[config.mk]
export PLATFORM = sky130hd
export DESIGN_NAME = cascaded_pic
export DESIGN_NICKNAME = d
export VERILOG_FILES = /design/src/verilog/priority_core.v /design/src/verilog/cascaded_pic.v
export VERILOG_INCLUDE_DIRS = /design/src /design/src/verilog
export SDC_FILE = /design/constraint.sdc
export NUM_CORES = 1
export LEC_CHECK = 0
export BUFFER_PORTS_ARGS = -buffer_cell sky130_fd_sc_hd__buf_2
export CAP_MARGIN = 40
export CORE_UTILIZATION = 60
export CTS_CLUSTER_DIAMETER = 30
export DETAILED_ROUTE_END_ITERATION = 8
export PLACE_DENSITY_LB_ADDON = 0.3
export SLEW_MARGIN = 40
export SYNTH_ARGS = -nofsm -noshare
export SYNTH_HDL_FRONTEND = slang
export SYNTH_SLANG_ARGS = --single-unit
[constraint.sdc]
create_clock -name aclk -period 13.2 [get_ports aclk]
set_input_delay 2.64 -clock aclk [delete_from_list [all_inputs] [get_ports aclk]]
set_output_delay 2.64 -clock aclk [all_outputs]
set_load 0.02 [all_outputs]
[src/verilog/pic_regs.vh]
// Constants for the cascaded legacy interrupt controller.
// Assumes AXI4-Lite byte addresses equal four times the register index.
// Contract
// - Master core serves lines 7..0, slave 15..8, slave cascaded on line 2.
// - Line 0 comes from interval timer counter 0 as system timer.
// - Line 13 comes internally from the floating-point error signal.
// - Only lines 15, 14, 12..3 and 1 are taken from external sources.
// - Reset defaults: x86 vectors, all edge, normal EOI, cascade mode.
// - Edge or level sensing is selectable per request line, except lines 0, 1, 2, 8 and 13.
// - Chip-select config bit 4 picks mouse source for line 12.
// - Four PCI lines and the board line route to eleven legacy lines.
// - Board-zero routing bit 5 turns the board pin into line 0 output.
// - Master ports at index 20h/21h, slave at A0h/A1h.
// - Base-port write with data bit 4 set starts initialization.
// - Mask word bit set to 1 blocks that request line.
// - Second operation word does end-of-interrupt and rotation.
// - Third operation word picks readback, special mask, polling.
// - Operation words are accepted any time after initialization.
// - Edge-selected lines request only on a rising transition.
// - Level-selected lines request while high, no edge detection.
// - Lines 0, 1, 2, 8 and 13 stay edge triggered always.
// - Request gone before acknowledge gives line 7 vector, no in-service.
`ifndef PIC_REGS_VH
`define PIC_REGS_VH

// Register indices; byte address is index times four
`define IDX_MASTER_CMD   10'h020
`define IDX_MASTER_DATA  10'h021
`define IDX_SLAVE_CMD    10'h0a0
`define IDX_SLAVE_DATA   10'h0a1
`define IDX_ELS_LOW      10'h030
`define IDX_ELS_HIGH     10'h031
`define IDX_PCI_ROUTE0   10'h038
`define IDX_BOARD_ROUTE  10'h03c
`define IDX_XBUS_CFG     10'h03d
`define IDX_ACK          10'h03e

// Field positions
`define ROUTE_DISABLE    7
`define ROUTE_IRQ0_OUT   5
`define XBUS_MOUSE_BIT   4
`define AEOI_BIT         1

// Reset values
`define ROUTE_RESET      8'h80
`define XBUS_RESET       8'h00
`define MODE_RESET       8'h01
`define MASTER_CAS_RESET 8'h04
`define SLAVE_CAS_RESET  8'h02
`define SYNC_IDLE        22'h2f0000

// Line masks
`define ELS_WRITABLE     16'hdef8
`define ROUTABLE_LINES   16'hdef8
`define EXTERNAL_LINES   16'hdffa
`define MOUSE_LINE_MASK  16'h1000
`define SPURIOUS_LINE    3'h7
`define CASCADE_LINE     3'h2

// Second operation word codes, bits 7:5
`define EOI_NONSPEC      3'h1
`define EOI_SPEC         3'h3
`define ROT_NONSPEC      3'h5
`define ROT_SPEC         3'h7
`define SET_PRIORITY     3'h6
`define ROT_AEOI_SET     3'h4
`define ROT_AEOI_CLR     3'h0

// Bus responses
`define RESP_OKAY        2'h0
`define RESP_SLVERR      2'h2

`endif

[src/verilog/priority_core.v]
// One eight-line priority core with init and operation word decode.
// Assumes request lines are already synchronised to aclk.
`timescale 1ns/1ps
`include "pic_regs.vh"
module priority_core #(
  parameter [7:0] CAS_INIT = `MASTER_CAS_RESET
) (
  // Clock and reset
  input  wire       aclk,
  input  wire       aresetn,
  // Command port
  input  wire       wr_en,
  input  wire       rd_en,
  input  wire       port_sel,
  input  wire [7:0] wr_data,
  output wire [7:0] rd_data,
  // Requests
  input  wire [7:0] req_lines,
  input  wire [7:0] level_sel,
  // Acknowledge
  input  wire       ack_en,
  output wire       int_out,
  output wire [2:0] ack_line,
  output wire [7:0] vector,
  output wire [7:0] cascade_map
);

  localparam ST_UNINIT = 3'd0;
  localparam ST_W2     = 3'd1;
  localparam ST_W3     = 3'd2;
  localparam ST_W4     = 3'd3;
  localparam ST_READY  = 3'd4;

  reg [2:0] state_q;
  reg [7:0] prev_q;
  reg [7:0] irr_q;
  reg [7:0] isr_q;
  reg [7:0] imr_q;
  reg [7:0] base_q;
  reg [7:0] cas_q;
  reg [7:0] mode_q;
  reg [2:0] low_q;
  reg       rot_aeoi_q;
  reg       smm_q;
  reg       poll_q;
  reg       ris_q;
  reg [7:0] isr_clr;
  reg [2:0] low_d;

  // Scan from just above the lowest-priority line; returns {found, line}
  function [3:0] pick;
    input [7:0] pend;
    input [7:0] svc;
    input [2:0] low;
    input       special_mask_mode;
    integer     i;
    reg [2:0]   p;
    reg         stop;
    begin
      pick = 4'h0;
      stop = 1'b0;
      for (i = 1; i <= 8; i = i + 1)
      begin
        p = low + i[2:0];
        if (!stop)
        begin
          if (svc[p] && !special_mask_mode)
            stop = 1'b1;
          else if (pend[p])
          begin
            pick = {1'b1, p};
            stop = 1'b1;
          end
        end
      end
    end
  endfunction

  wire       ready = (state_q == ST_READY);
  wire [7:0] pend = irr_q & ~imr_q & (smm_q ? ~isr_q : 8'hff);
  wire [3:0] best = pick(pend, isr_q, low_q, smm_q);
  wire [3:0] top_svc = pick(isr_q, 8'h00, low_q, 1'b0);
  wire       poll_rd = rd_en & ~port_sel & poll_q;
  wire       take = (ack_en | poll_rd) & ready & best[3];
  wire [7:0] take_hot = take ? (8'h01 << best[2:0]) : 8'h00;
  wire       cmd_wr = wr_en & ~port_sel;
  wire       init_word_one = cmd_wr & wr_data[4];
  wire       readback_poll_operation_word = cmd_wr & ~wr_data[4] & wr_data[3] & ready;
  wire       eoi_rotate_operation_word = cmd_wr & ~wr_data[4] & ~wr_data[3] & ready;
  // Edge: rise sets, fall or ack clears
  wire [7:0] irr_d = req_lines & (level_sel | ((irr_q | ~prev_q) & ~take_hot));

  assign int_out = ready & best[3];
  // No pending line gives line 7
  assign ack_line = best[3] ? best[2:0] : `SPURIOUS_LINE;
  assign vector = {base_q[7:3], ack_line};
  assign cascade_map = cas_q;
  assign rd_data = port_sel ? imr_q :
                   poll_q ? {best[3], 4'h0, best[2:0]} :
                   ris_q ? isr_q : irr_q;

  always @*
  begin
    isr_clr = 8'h00;
    low_d = low_q;
    if (eoi_rotate_operation_word)
    begin
      case (wr_data[7:5])
        `EOI_NONSPEC:
          isr_clr = top_svc[3] ? (8'h01 << top_svc[2:0]) : 8'h00;
        `ROT_NONSPEC:
        begin
          isr_clr = top_svc[3] ? (8'h01 << top_svc[2:0]) : 8'h00;
          if (top_svc[3])
            low_d = top_svc[2:0];
        end
        `EOI_SPEC:
          isr_clr = 8'h01 << wr_data[2:0];
        `ROT_SPEC:
        begin
          isr_clr = 8'h01 << wr_data[2:0];
          low_d = wr_data[2:0];
        end
        `SET_PRIORITY:
          low_d = wr_data[2:0];
        default:
          isr_clr = 8'h00;
      endcase
    end
    if (take && mode_q[`AEOI_BIT] && rot_aeoi_q)
      low_d = best[2:0];
  end

  always @(posedge aclk)
  begin
    if (!aresetn)
    begin
      state_q    <= ST_UNINIT;
      prev_q     <= 8'h00;
      irr_q      <= 8'h00;
      isr_q      <= 8'h00;
      imr_q      <= 8'h00;
      base_q     <= 8'h00;
      cas_q      <= CAS_INIT;
      mode_q     <= `MODE_RESET;
      low_q      <= 3'h7;
      rot_aeoi_q <= 1'b0;
      smm_q      <= 1'b0;
      poll_q     <= 1'b0;
      ris_q      <= 1'b0;
    end
    else
    begin
      prev_q <= req_lines;
      irr_q  <= irr_d;
      // Auto-EOI never marks in-service
      isr_q  <= init_word_one ? 8'h00 :
                (isr_q & ~isr_clr) | (mode_q[`AEOI_BIT] ? 8'h00 : take_hot);
      low_q  <= init_word_one ? 3'h7 : low_d;
      if (init_word_one)
      begin
        imr_q   <= 8'h00;
        smm_q   <= 1'b0;
        ris_q   <= 1'b0;
        poll_q  <= 1'b0;
        state_q <= ST_W2;
      end
      else
      begin
        if (wr_en && port_sel)
        begin
          case (state_q)
            ST_W2:
            begin
              base_q  <= wr_data;
              state_q <= ST_W3;
            end
            ST_W3:
            begin
              cas_q   <= wr_data;
              state_q <= ST_W4;
            end
            ST_W4:
            begin
              mode_q  <= wr_data;
              state_q <= ST_READY;
            end
            ST_READY:
              imr_q <= wr_data;
            default:
              state_q <= state_q;
          endcase
        end
        if (readback_poll_operation_word)
        begin
          if (wr_data[6])
            smm_q <= wr_data[5];
          if (wr_data[1])
            ris_q <= wr_data[0];
          poll_q <= wr_data[2];
        end
        else if (poll_rd)
          poll_q <= 1'b0;
        if (eoi_rotate_operation_word && wr_data[7:5] == `ROT_AEOI_SET)
          rot_aeoi_q <= 1'b1;
        else if (eoi_rotate_operation_word && wr_data[7:5] == `ROT_AEOI_CLR)
          rot_aeoi_q <= 1'b0;
      end
    end
  end

endmodule

[src/verilog/cascaded_pic.v]
// Two cascaded priority cores, line steering and an AXI4-Lite slave.
// Assumes pins are asynchronous; timer and mouse sources run on aclk.
`timescale 1ns/1ps
`include "pic_regs.vh"
module cascaded_pic (
  // Clock and reset
  input  wire        aclk,
  input  wire        aresetn,
  // AXI4-Lite write address
  input  wire [11:0] s_axi_awaddr,
  input  wire        s_axi_awvalid,
  output wire        s_axi_awready,
  // AXI4-Lite write data
  input  wire [31:0] s_axi_wdata,
  input  wire [3:0]  s_axi_wstrb,
  input  wire        s_axi_wvalid,
  output wire        s_axi_wready,
  // AXI4-Lite write response
  output wire [1:0]  s_axi_bresp,
  output wire        s_axi_bvalid,
  input  wire        s_axi_bready,
  // AXI4-Lite read address
  input  wire [11:0] s_axi_araddr,
  input  wire        s_axi_arvalid,
  output wire        s_axi_arready,
  // AXI4-Lite read data
  output wire [31:0] s_axi_rdata,
  output wire [1:0]  s_axi_rresp,
  output wire        s_axi_rvalid,
  input  wire        s_axi_rready,
  // Internal sources
  input  wire        timer0_out,
  input  wire        mouse_request_source,
  // Pins
  input  wire        fpu_error_signal_n,
  input  wire [15:0] isa_irq_pins,
  input  wire [3:0]  pci_shared_request_lines_n,
  input  wire        board_request_zero_i,
  output wire        board_request_zero_o,
  output wire        board_request_zero_oe,
  // Processor
  output wire        intr
);

  // Bus state
  reg         bvalid_q;
  reg  [1:0]  bresp_q;
  reg         rvalid_q;
  reg  [1:0]  rresp_q;
  reg  [31:0] rdata_q;
  reg  [31:0] rdata_d;
  reg         rhit_d;
  reg         whit_d;

  // Own registers
  reg  [15:0] els_q;
  reg  [31:0] pci_route_q;
  reg  [7:0]  board_route_q;
  reg  [7:0]  xbus_cfg_q;
  reg         intr_q;
  reg         irq0_out_q;
  reg         board_oe_q;

  // Pin synchronisers: first stage read only by second
  reg  [21:0] sync1_q;
  reg  [21:0] sync2_q;

  wire [15:0] ext_s   = sync2_q[15:0];
  wire [3:0]  pci_n_s = sync2_q[19:16];
  wire        board_s = sync2_q[20];
  wire        fpu_n_s = sync2_q[21];

  // One-hot legacy line for a routing byte; disabled or illegal gives none
  function [15:0] route_hot;
    input [7:0] ctl;
    begin
      if (ctl[`ROUTE_DISABLE])
        route_hot = 16'h0000;
      else
        route_hot = (16'h0001 << ctl[3:0]) & `ROUTABLE_LINES;
    end
  endfunction

  // Handshakes
  // Write takes both channels at once; an unanswered response holds it off
  wire        w_hs  = s_axi_awvalid & s_axi_wvalid & ~bvalid_q;
  // Read waits while earlier data still stands for rready
  wire        ar_hs = s_axi_arvalid & ~rvalid_q;
  wire [9:0]  widx  = s_axi_awaddr[11:2];
  wire [9:0]  ridx  = s_axi_araddr[11:2];
  wire        wen   = w_hs & s_axi_wstrb[0];
  wire [7:0]  wbyte = s_axi_wdata[7:0];

  wire m_wr = wen & (widx == `IDX_MASTER_CMD || widx == `IDX_MASTER_DATA);
  wire s_wr = wen & (widx == `IDX_SLAVE_CMD || widx == `IDX_SLAVE_DATA);
  wire m_rd = ar_hs & (ridx == `IDX_MASTER_CMD || ridx == `IDX_MASTER_DATA);
  wire s_rd = ar_hs & (ridx == `IDX_SLAVE_CMD || ridx == `IDX_SLAVE_DATA);
  wire ack_rd = ar_hs & (ridx == `IDX_ACK);

  // Line assembly
  wire        mouse_sel = xbus_cfg_q[`XBUS_MOUSE_BIT];
  wire [15:0] ext_used = ext_s & `EXTERNAL_LINES & ~(mouse_sel ? `MOUSE_LINE_MASK : 16'h0000);
  wire [15:0] internal_lines = {2'b00, ~fpu_n_s, mouse_sel & mouse_request_source,
                                11'h000, timer0_out};
  // No arbitration: shared lines routed to one input are simply ORed
  // Shared lines steered, active low
  wire [15:0] pci_hot = (~pci_n_s[0] ? route_hot(pci_route_q[7:0])   : 16'h0000) |
                        (~pci_n_s[1] ? route_hot(pci_route_q[15:8])  : 16'h0000) |
                        (~pci_n_s[2] ? route_hot(pci_route_q[23:16]) : 16'h0000) |
                        (~pci_n_s[3] ? route_hot(pci_route_q[31:24]) : 16'h0000);
  // Board line steered unless pin is output
  wire [15:0] board_hot = (board_s & ~board_oe_q) ? route_hot(board_route_q) : 16'h0000;
  wire [15:0] all_lines = ext_used | internal_lines | pci_hot | board_hot;
  wire [15:0] level_sel = els_q & `ELS_WRITABLE;

  // Core wiring
  wire [7:0] m_rdata;
  wire [7:0] s_rdata;
  wire       m_int;
  wire       s_int;
  wire [2:0] m_line;
  wire [7:0] m_vec;
  wire [7:0] s_vec;
  wire [7:0] m_cas;
  // Slave vector only if the master marks line 2 as cascade
  // Cascade hit hands vector to slave
  wire       cas_hit = m_int & (m_line == `CASCADE_LINE) & m_cas[`CASCADE_LINE];
  wire       s_ack   = ack_rd & cas_hit;

  // Master core, slave on line 2
  priority_core #(
    .CAS_INIT (`MASTER_CAS_RESET)
  ) master_priority_core (
    .aclk        (aclk),
    .aresetn     (aresetn),
    .wr_en       (m_wr),
    .rd_en       (m_rd),
    .port_sel    (m_wr ? widx[0] : ridx[0]),
    .wr_data     (wbyte),
    .rd_data     (m_rdata),
    .req_lines   ({all_lines[7:3], s_int, all_lines[1:0]}),
    .level_sel   (level_sel[7:0]),
    .ack_en      (ack_rd),
    .int_out     (m_int),
    .ack_line    (m_line),
    .vector      (m_vec),
    .cascade_map (m_cas)
  );

  priority_core #(
    .CAS_INIT (`SLAVE_CAS_RESET)
  ) slave_priority_core (
    .aclk        (aclk),
    .aresetn     (aresetn),
    .wr_en       (s_wr),
    .rd_en       (s_rd),
    .port_sel    (s_wr ? widx[0] : ridx[0]),
    .wr_data     (wbyte),
    .rd_data     (s_rdata),
    .req_lines   (all_lines[15:8]),
    .level_sel   (level_sel[15:8]),
    .ack_en      (s_ack),
    .int_out     (s_int),
    .ack_line    (),
    .vector      (s_vec),
    .cascade_map ()
  );

  // Write address decode
  always @*
  begin
    case (widx)
      `IDX_MASTER_CMD, `IDX_MASTER_DATA, `IDX_SLAVE_CMD, `IDX_SLAVE_DATA,
      `IDX_ELS_LOW, `IDX_ELS_HIGH, `IDX_BOARD_ROUTE, `IDX_XBUS_CFG:
        whit_d = 1'b1;
      default:
        whit_d = (widx[9:2] == `IDX_PCI_ROUTE0 >> 2);
    endcase
  end

  // Read mux
  always @*
  begin
    rdata_d = 32'h0000_0000;
    rhit_d  = 1'b1;
    case (ridx)
      `IDX_MASTER_CMD, `IDX_MASTER_DATA:
        rdata_d[7:0] = m_rdata;
      `IDX_SLAVE_CMD, `IDX_SLAVE_DATA:
        rdata_d[7:0] = s_rdata;
      `IDX_ELS_LOW:
        rdata_d[7:0] = level_sel[7:0];
      `IDX_ELS_HIGH:
        rdata_d[7:0] = level_sel[15:8];
      `IDX_BOARD_ROUTE:
        rdata_d[7:0] = board_route_q;
      `IDX_XBUS_CFG:
        rdata_d[7:0] = xbus_cfg_q;
      // Reading this index is the acknowledge cycle itself
      `IDX_ACK:
        rdata_d[7:0] = cas_hit ? s_vec : m_vec;
      default:
      begin
        // Four route bytes share one aligned group of indices
        if (ridx[9:2] == `IDX_PCI_ROUTE0 >> 2)
          rdata_d[7:0] = pci_route_q[ridx[1:0]*8 +: 8];
        else
          rhit_d = 1'b0;
      end
    endcase
  end

  always @(posedge aclk)
  begin
    if (!aresetn)
    begin
      // Idle pin levels, so no false request edge follows reset
      sync1_q       <= `SYNC_IDLE;
      sync2_q       <= `SYNC_IDLE;
      bvalid_q      <= 1'b0;
      bresp_q       <= `RESP_OKAY;
      rvalid_q      <= 1'b0;
      rresp_q       <= `RESP_OKAY;
      rdata_q       <= 32'h0000_0000;
      els_q         <= 16'h0000;
      pci_route_q   <= {4{`ROUTE_RESET}};
      board_route_q <= `ROUTE_RESET;
      xbus_cfg_q    <= `XBUS_RESET;
      intr_q        <= 1'b0;
      irq0_out_q    <= 1'b0;
      board_oe_q    <= 1'b0;
    end
    else
    begin
      sync1_q <= {fpu_error_signal_n, board_request_zero_i,
                  pci_shared_request_lines_n, isa_irq_pins};
      sync2_q <= sync1_q;
      // Registered so the processor never sees a decode glitch
      intr_q  <= m_int;
      // Line 0 out to external controller
      irq0_out_q <= all_lines[0];
      // Pin turns around one cycle after the route write lands
      board_oe_q <= board_route_q[`ROUTE_IRQ0_OUT];

      // Write channel
      if (w_hs)
      begin
        bvalid_q <= 1'b1;
        bresp_q  <= whit_d ? `RESP_OKAY : `RESP_SLVERR;
      end
      else if (s_axi_bready)
        bvalid_q <= 1'b0;
      if (wen)
      begin
        case (widx)
          `IDX_ELS_LOW:
            els_q[7:0] <= wbyte;
          `IDX_ELS_HIGH:
            els_q[15:8] <= wbyte;
          `IDX_BOARD_ROUTE:
            board_route_q <= wbyte;
          `IDX_XBUS_CFG:
            xbus_cfg_q <= wbyte;
          default:
          begin
            if (widx[9:2] == `IDX_PCI_ROUTE0 >> 2)
              pci_route_q[widx[1:0]*8 +: 8] <= wbyte;
          end
        endcase
      end

      // Read channel
      if (ar_hs)
      begin
        rvalid_q <= 1'b1;
        rdata_q  <= rdata_d;
        rresp_q  <= rhit_d ? `RESP_OKAY : `RESP_SLVERR;
      end
      else if (s_axi_rready)
        rvalid_q <= 1'b0;
    end
  end

  assign s_axi_awready         = w_hs;
  assign s_axi_wready          = w_hs;
  assign s_axi_bvalid          = bvalid_q;
  assign s_axi_bresp           = bresp_q;
  assign s_axi_arready         = ar_hs;
  assign s_axi_rvalid          = rvalid_q;
  assign s_axi_rdata           = rdata_q;
  assign s_axi_rresp           = rresp_q;
  assign intr                  = intr_q;
  assign board_request_zero_o  = irq0_out_q;
  assign board_request_zero_oe = board_oe_q;

endmodule

Yosys cells after proc, flatten, opt, wreduce, memory -nomap -nowiden. Memory sizes are Yosys's and may differ from the RTL's. A register that Yosys moved wholly into a read port is not among the register bits. Index checks and enable logic that the tools add are counted.

Add/sub/neg operators: 15. Order comparisons: 16. Eq/ne operators: 36. Shift operators: 13. Multiplexer cells: 324. Bitwise operators: 86. Reductions and logical operators: 83.

Operators with widths (number): 4-bit two-way mux (92); 16-bit two-way mux (10); 1-bit two-way mux (149); 8-bit two-way mux (18); 10-bit by 6-bit equality test with 1-bit output (second input constant) (13); 1-bit binary-select mux with 3-bit select (32); 8-bit AND (10); 8-bit inverter (10); 16-bit bitwise OR (5); 1-bit by 4-bit left shift with 16-bit output (first input constant) (5); 3-bit by 4-bit < comparator with 1-bit output (second input constant) (16); 8-bit case mux with 7 select lines (1); 8-bit bitwise OR (6); 10-bit by 8-bit equality test with 1-bit output (second input constant) (4); 1-bit by 3-bit left shift with 8-bit output (first input constant) (5); 1-bit AND (38); 3-bit two-way mux (12); 5-bit negation with 34-bit output (1); 8-bit by 34-bit variable shift with 32-bit output (first input constant) (1); 8-bit by 34-bit indexed part select with 32-bit output (1); 32-bit bitwise mux (1); 8-bit case mux with 2 select lines (2); 2-bit AND reduction (16); 32-bit by 6-bit indexed part select with 8-bit output (1); 29 further kinds (124).

Flip-flop bits (word level): 232. Bits in read-only memories: 128. Bits of input ports: 91. Output and inout bits: 44. Word-level logic and storage cells: 631. Memories: 16.

Memory list: (no name shown) (words 8, bits a word 1, read ports 1, clocked after memory_dff 0, write ports 0, RTL line priority_core.v:67) `if (svc[p] && !special_mask_mode)`; (no name shown) (words 8, bits a word 1, read ports 1, clocked after memory_dff 0, write ports 0, RTL line priority_core.v:67); (no name shown) (words 8, bits a word 1, read ports 1, clocked after memory_dff 0, write ports 0, RTL line priority_core.v:67); (no name shown) (words 8, bits a word 1, read ports 1, clocked after memory_dff 0, write ports 0, RTL line priority_core.v:67); (no name shown) (words 8, bits a word 1, read ports 1, clocked after memory_dff 0, write ports 0, RTL line priority_core.v:67); (no name shown) (words 8, bits a word 1, read ports 1, clocked after memory_dff 1, write ports 0, RTL line priority_core.v:67); +10 memories.

Longest topological paths before layout. Gate-level depths: netlist of the first run.

Depth in word-level cells: 42. Gate-level depth with buffers: 17. Depth with buffers taken out: 12.

Modules after synthesis. A second synthesis of the first run with hierarchy kept.

Cells, all modules: 1778. Area, all modules: 14813.0 sq um.

Modules (own cells, without submodules): cascaded_pic (instances 1, cells each 669, area an instance 5923.2 sq um, sequential area each 2242.2 sq um); priority_core (slave_priority_core) (instances 1, cells each 555, area an instance 4453.0 sq um, sequential area each 1121.1 sq um); priority_core (master_priority_core) (instances 1, cells each 554, area an instance 4436.8 sq um, sequential area each 1121.1 sq um).

Worst setup path after synthesis of the first run. No wires, ideal clock.

Path type: input -> output. Start point: in s_axi_arvalid. End point: out s_axi_arready. Arrival time: 3403 ps. Required time: 10560 ps. Slack: 7157 ps. Stages on the path: 4. Path buffers: 2. Cells stage by stage: nand2b_1 clkbuf_1 clkinv_1 clkbuf_1.

Cells in the longest elaborated chain, start to end: 1.

Ends and longest elaborated chain: from (decl) (RTL line cascaded_pic.v:24) `input wire s_axi_arvalid,`; 1-bit AND (RTL line cascaded_pic.v:88) `wire ar_hs = s_axi_arvalid & ~rvalid_q;`; to (decl) (RTL line cascaded_pic.v:25) `output wire s_axi_arready,`.

No other way between the ends.

Final worst setup path of the first run. Ends and elaborated chain as after synthesis.

==> reports/metrics.cfg, run 1 <==
[run_status]
status=finished, final reports clean

[critical_path]
r2r_setup_slack_ns=7.86
r2r_end=master_priority_core.isr_q[0]
cp-end-kind=primary output
r2r_cells=14
startpoint_type=input pin
criticalPathCategory=in2out
reg2reg_from=master_priority_core.low_q[0]
arrival_ns=4.28
crit_required_ns=10.56
cp_max_fo=19

[pwr]
p_leak_nw=5.739
peakVddDrop_mv=0.1441
power.density_nw_per_um2=115.5
p_total_mw=1.787

[synthesis]
synth-async-reset-ratio_pct=0
synth_top_area_share_pct=30.33
netlist_instances=1769
synth_common_cells=251 x nand2_1, 208 x dfxtp_1, 151 x a21oi_1
synth_cell_type_count=93
synth-edff-count=0
synth.area.top_cells=dfxtp_1 30%, nand2_1 6.9%, a21oi_1 5.5%, mux2i_1 5.4%, mux4_2 4.3%
yosysTopAreaCell=dfxtp_1
ys_warn_count=0
synthMostInstantiatedCell=nand2_1
ys_seq_area_share_pct=30.33
synth-seq-cells=208
syn_area_per_cell_sq_um=7.760
syn_area_sq_um=13730
synthFlopType=dfxtp_1

[clock_tree]
cts_buffers=40
worstSkewPairLatency_ns=0.54
cts_buffer_depth=3
cts_tree=yes
cts-htree-levels=2
root_buffer=clkbuf_16
path_clk_slew_ns=0.05
clock_sinks=208
cts_setup_buffers=0
cts.repair.resized=0
cts_hold_buffers=0

[route]
wl_per_cell_um=21.65
routed_wirelength_um=45700
detail-route-antenna-nets=0
vias=14390
post_drt_via_cell_ratio=6.818
drc=0
drtIter0Drc=1827
drt_first_pass_iters=8

[floorplan]
rows=54
die_w_um=153.3
num_io_pins=135
initial_core_util_pct=62.13
dieArea_sq_um=23490
core_sq_um=22090
die_h_um=153.3

[sta]
rsz0062_at_grt=no
fin_skew_ns=0.02266
slew_violations=0
timing.fmax_mhz=144.5
slew_headroom_pct=42.24
setup_viol=0
period_share_pct=52.43
setup_tns_ns=0
final_hold_viol_count=0
post-route-min-period_ns=6.920
tightest_slew_ns=0.8613

[grt]
grt_pass1_wl_um=71790
grt_pass1_vias=13360
grt_max_degree=62
grt_use_met2_pct=59.90
gr-total-overflow=0
top_usage_layer=met2
met1_usage_pct=49.25
met3_usage_pct=6.890
grt_usage_pct=38.48
grt_antenna_before_repair=0

[final_layout]
final_util_pct=69.99
nets=1898
area_delta_synth_final_pct=12.65
post-route-cell-area_sq_um=15460
fillers=1736
drive_gt1_share_pct=13.33

[flow_run]
max_cap_viol_count=0

[min_path]
min_path_type=reg2reg
hold_start=sync1_q[21]
holdPathEnd=sync2_q[21]
min_path_cells=1

[placed_design]
hpwl_um=32860
buffer_ports.inserted=74
post_dp_cell_area_sq_um=14060
gp_congestion=1.000

## power breakdown
part	switching (mW)	internal (mW)	total, mW
clock	0.371	0.642	1.01
combinational	0.0898	0.0388	0.129
sequential	0.00520	0.639	0.644
## layout by cell type (no fill, tap or decap), drive strengths merged, types with 6 or more instances in the layout
cell type	netlist	final
nand4	61	61
a221oi	7	7
and3	16	16
a31oi	17	17
nor4	11	11
inv	41	53
o211ai	16	16
nor2b	39	39
mux2	13	13
a41oi	13	13
clkbuf	65	47
nand2	251	251
a221o	6	6
nand2b	40	40
o311ai	6	6
buf	61	88
or3	13	13
o22ai	20	20
mux2i	77	77
o21ai	82	82
a21oi	153	153
a211oi	23	23
dfxtp	208	208
o31a	7	7
mux4	29	29
xor2	6	6
nor3	45	45
nor3b	13	13
and2	64	64
clkinv	2	13
xnor2	6	6
a21boi	9	9
nand3b	9	9
a21o	15	15
nand3	78	78
ha	9	9
conb	1	26
nor2	142	142
o31ai	9	9
## worst max-delay path by stage
stage,start,to,slack [ns],depth (start not counted)
after floorplan,s_axi_arvalid,s_axi_arready,7.16,4
after global placement,s_axi_arvalid,s_axi_arready,6.43,4
after detailed placement,s_axi_awaddr[2],slave_priority_core.irr_q[0],6.21,12
after CTS,s_axi_arvalid,s_axi_arready,6.39,4
after global routing,s_axi_arvalid,s_axi_arready,6.30,4
final,s_axi_arvalid,s_axi_arready,6.28,4
## routing by layer
metal  vias up  routed length (um)
li1       6506                   -
met1      6679               17340
met2      1007               20230
met3       200                5271
met4         0                2849
met5         -                   0
## sequential cells by signal, summed over array words and instances (netlist names), 3 cells and up
name and cells:
pci_route_q 32, sync1_q 19, sync2_q 19, els_q 11, board_route_q 8, master_priority_core.imr_q 8
master_priority_core.irr_q 8, master_priority_core.isr_q 8, master_priority_core.prev_q 8, s_axi_rdata 8, slave_priority_core.imr_q 8, slave_priority_core.irr_q 8
slave_priority_core.isr_q 8, slave_priority_core.prev_q 8, xbus_cfg_q 8, master_priority_core.base_q 5, slave_priority_core.base_q 5, master_priority_core.low_q 3
master_priority_core.state_q 3, slave_priority_core.low_q 3, slave_priority_core.state_q 3
## layout make-up
cell class | instances | area [sq um] | area share, %
Inverter | 43 | 161.4 | 1.044
Multi-Input combinational cell | 1417 | 8925 | 57.71
Sequential cell | 208 | 4164 | 26.93
Timing Repair Buffer | 88 | 488.0 | 3.156
Clock buffer | 47 | 1079 | 6.975
Clock inverter | 27 | 294.0 | 1.901
Tap cell | 280 | 350.3 | 2.266
Antenna cell | 1 | 2.502 | 0.01618
## stage by stage
step | worst slack [ns] | hold slack (ns) | instances
final | 6.280 | 0.4149 | 2111
after global routing | 6.299 | 0.4251 | 2110
after CTS | 6.393 | 0.4201 | 2110
after detailed placement | 6.212 | 0.3955 | 2036
after global placement | 6.427 | 0.3910 | 2035
after floorplan | 7.157 | 0.3766 | 1794
## logic make-up after synthesis
group                    synth area share, %
AO/OA/AOI/OAI                          21.81
XOR/XNOR                              0.9297
adder cells (fa/ha/maj)               0.8204
buffers and inverters                  5.742
flip-flops                             30.33
multiplexers                           11.60
other                                0.02732
AND/OR/NAND/NOR                        28.73
## worst max-delay path, stage by stage
cell      delay [ns]
buf_2           0.09
nand2b_1        0.38
clkinv_1        0.76
buf_2           0.40
No activity file was read; power rests on OpenSTA's default activity.
==> run 2: changes to the inputs <==
==> constraint.sdc (replaced) <==
create_clock -name aclk -period 6.73 [get_ports aclk]
set_input_delay 1.346 -clock aclk [delete_from_list [all_inputs] [get_ports aclk]]
set_output_delay 1.346 -clock aclk [all_outputs]
set_load 0.02 [all_outputs]
==> run 2 against run 1 <==
  * Sequential share of layout area is 0.11 points lower
  * Count of clock-buffer cells in the layout is 1 higher
  * Final cell count hardly changed
  * Core utilization is 0.28 points higher
  * Largest cell class unchanged
==> reports/metrics.cfg, run 2 (synthesis results as in run 1) <==
[floorplan]
die_w_um=153.3  ; unchanged
initial_core_util_pct=62.13  ; unchanged
rows=54  ; unchanged
dieArea_sq_um=23490  ; unchanged
num_io_pins=135  ; unchanged
die_h_um=153.3  ; unchanged
core_sq_um=22090  ; unchanged

[clock_tree]
cts_buffers=39  ; -2.5%
cts_tree=yes
cts.repair.resized=0  ; unchanged
cts_setup_buffers=0  ; unchanged
path_clk_slew_ns=0.05  ; about the same
worstSkewPairLatency_ns=0.52  ; -0.02 ns
cts_hold_buffers=0  ; unchanged
cts_buffer_depth=3  ; unchanged
clock_sinks=208  ; unchanged
root_buffer=clkbuf_16
cts-htree-levels=2  ; unchanged

[pwr]
p_sw_uw=877.6  ; +88%
seqPwrFrac_pct=35.2  ; -0.9 points
clockPowerShare_pct=57.9  ; +1.2 points
power.density_nw_per_um2=231.5  ; +100%
p_sw_share_pct=24.41  ; -1.7 points
pwr-share-comb_pct=7.0  ; -0.2 points
p_int_mw=2.717  ; +110%
p_leak_nw=5.778  ; +0.68%
peakVddDrop_mv=0.3540  ; +150%

[grt]
grt_pass1_wl_um=72290  ; +0.69%
grt_max_degree=61  ; -1.6%
grt_usage_pct=38.63  ; +0.14 points
gr-total-overflow=0  ; unchanged
grt_antenna_before_repair=0  ; unchanged
grt_pass1_vias=13330  ; -0.19%

[sta]
slew_violations=0  ; unchanged
setup_tns_ns=0  ; unchanged
period_share_pct=75.37
rsz0062_at_grt=no
setup_viol=0  ; unchanged
slew_headroom_pct=44.26  ; +2.0 points
fin_skew_ns=0.02537  ; +0.002712 ns
post-route-min-period_ns=5.072
whs_ns=0.4084  ; -0.006465 ns
final_hold_viol_count=0  ; unchanged
timing.fmax_mhz=197.1
tightest_slew_ns=0.8128  ; -0.04844 ns

[final_layout]
post-route-cell-area_sq_um=15530  ; +0.40%
final_common_cell=nand2_1
final_cell_mix=251 x nand2_1, 208 x dfxtp_1, 151 x a21oi_1
nets=1901  ; +0.16%
drive_gt1_share_pct=13.48  ; +0.15 points
largest_reg_flops=32  ; unchanged
area_delta_synth_final_pct=13.11
reg_top3=pci_route_q x32, sync1_q x19, sync2_q x19
regMostFlops=pci_route_q

[flow_run]
max_cap_viol_count=0  ; unchanged

[route]
drt_first_pass_iters=8  ; unchanged
drtIter0Drc=1787  ; -2.2%
vias=14420  ; +0.22%
post_drt_via_cell_ratio=6.826  ; +0.12%
routed_wirelength_um=45880  ; +0.40%
wl_per_cell_um=21.71  ; +0.31%
drc=0  ; unchanged
detail-route-antenna-nets=0  ; unchanged

[critical_path]
criticalPathCategory=in2reg
arrival_ns=5.49  ; +1.21 ns
r2r_cells=13  ; -1
cp_max_fo=11  ; -8
crit_required_ns=7.15  ; -3.41 ns
cp-end-kind=flip-flop
startpoint_type=input pin

[run_status]
status=finished, final reports clean

[placed_design]
gp_congestion=0.9951  ; -0.51%
post_dp_cell_area_sq_um=14080  ; +0.14%
buffer_ports.inserted=74  ; unchanged
hpwl_um=32980  ; +0.37%

[min_path]
min_path_type=reg2reg
min_path_cells=1  ; unchanged

==> run 2: final cells by class <==
cell class	instances	area [sq um]
Multi-Input combinational cell	1417	8932
Fill cell	1765	6568
Sequential cell	208	4164
Clock buffer	48	1081
Timing Repair Buffer	92	505.5
Tap cell	280	350.3
Clock inverter	24	329.1
Inverter	43	161.4
Antenna cell	1	2.502
==> run 2: worst max-delay path, stage by stage <==
cell,delay (ns)
buf_2,0.11
clkinv_1,0.27
ha_1,0.46
nor2_1,0.17
or4_1,0.46
nor3_1,0.56
mux2_2,0.51
nor2_1,0.28
a21oi_1,0.11
nor2_1,0.21
nand3_1,0.30
or3_1,0.48
o21ai_0,0.22
==> run 2: metal layers <==
layer	GRT usage (%)	vias up	wire, um
li1	-	6500	-
met1	49.03	6748	17550
met2	62.77	986	20910
met3	7.173	189	5034
met4	19.58	0	2386
met5	0	-	0
==> run 2: power by group through the flow <==
stage          Combinational, mW  Clock [mW]  Sequential [mW]
6_report                   0.250        2.08             1.26
3_3_place_gp               0.235           0             1.29
2_1_floorplan              0.163           0             1.29
4_1_cts                    0.240        2.09             1.26
5_1_grt                    0.265        2.14             1.26
3_5_place_dp               0.238           0             1.29
==> run 2: final timing paths <==
| check | start | end | slack [ns] |
|---|---|---|---|
| setup / recovery | s_axi_awaddr[2] | master_priority_core.isr_q[4] | 1.66 |
| hold / removal | sync1_q[19] | sync2_q[19] | 0.41 |
| setup reg to reg | slave_priority_core.low_q[1] | slave_priority_core.isr_q[1] | 1.76 |
| hold reg to reg | sync1_q[19] | sync2_q[19] | 0.41 |
==> run 2: stage by stage <==
stage	util [%]	worst slack [ns]	cells	total power [mW]
after floorplan	-	2.169	1794	1.454
after global placement	63.60	1.528	2040	1.522
after detailed placement	63.72	1.341	2040	1.525
after CTS	70.10	1.850	2112	3.589
after global routing	70.26	1.382	2112	3.673
final	70.27	1.658	2113	3.595
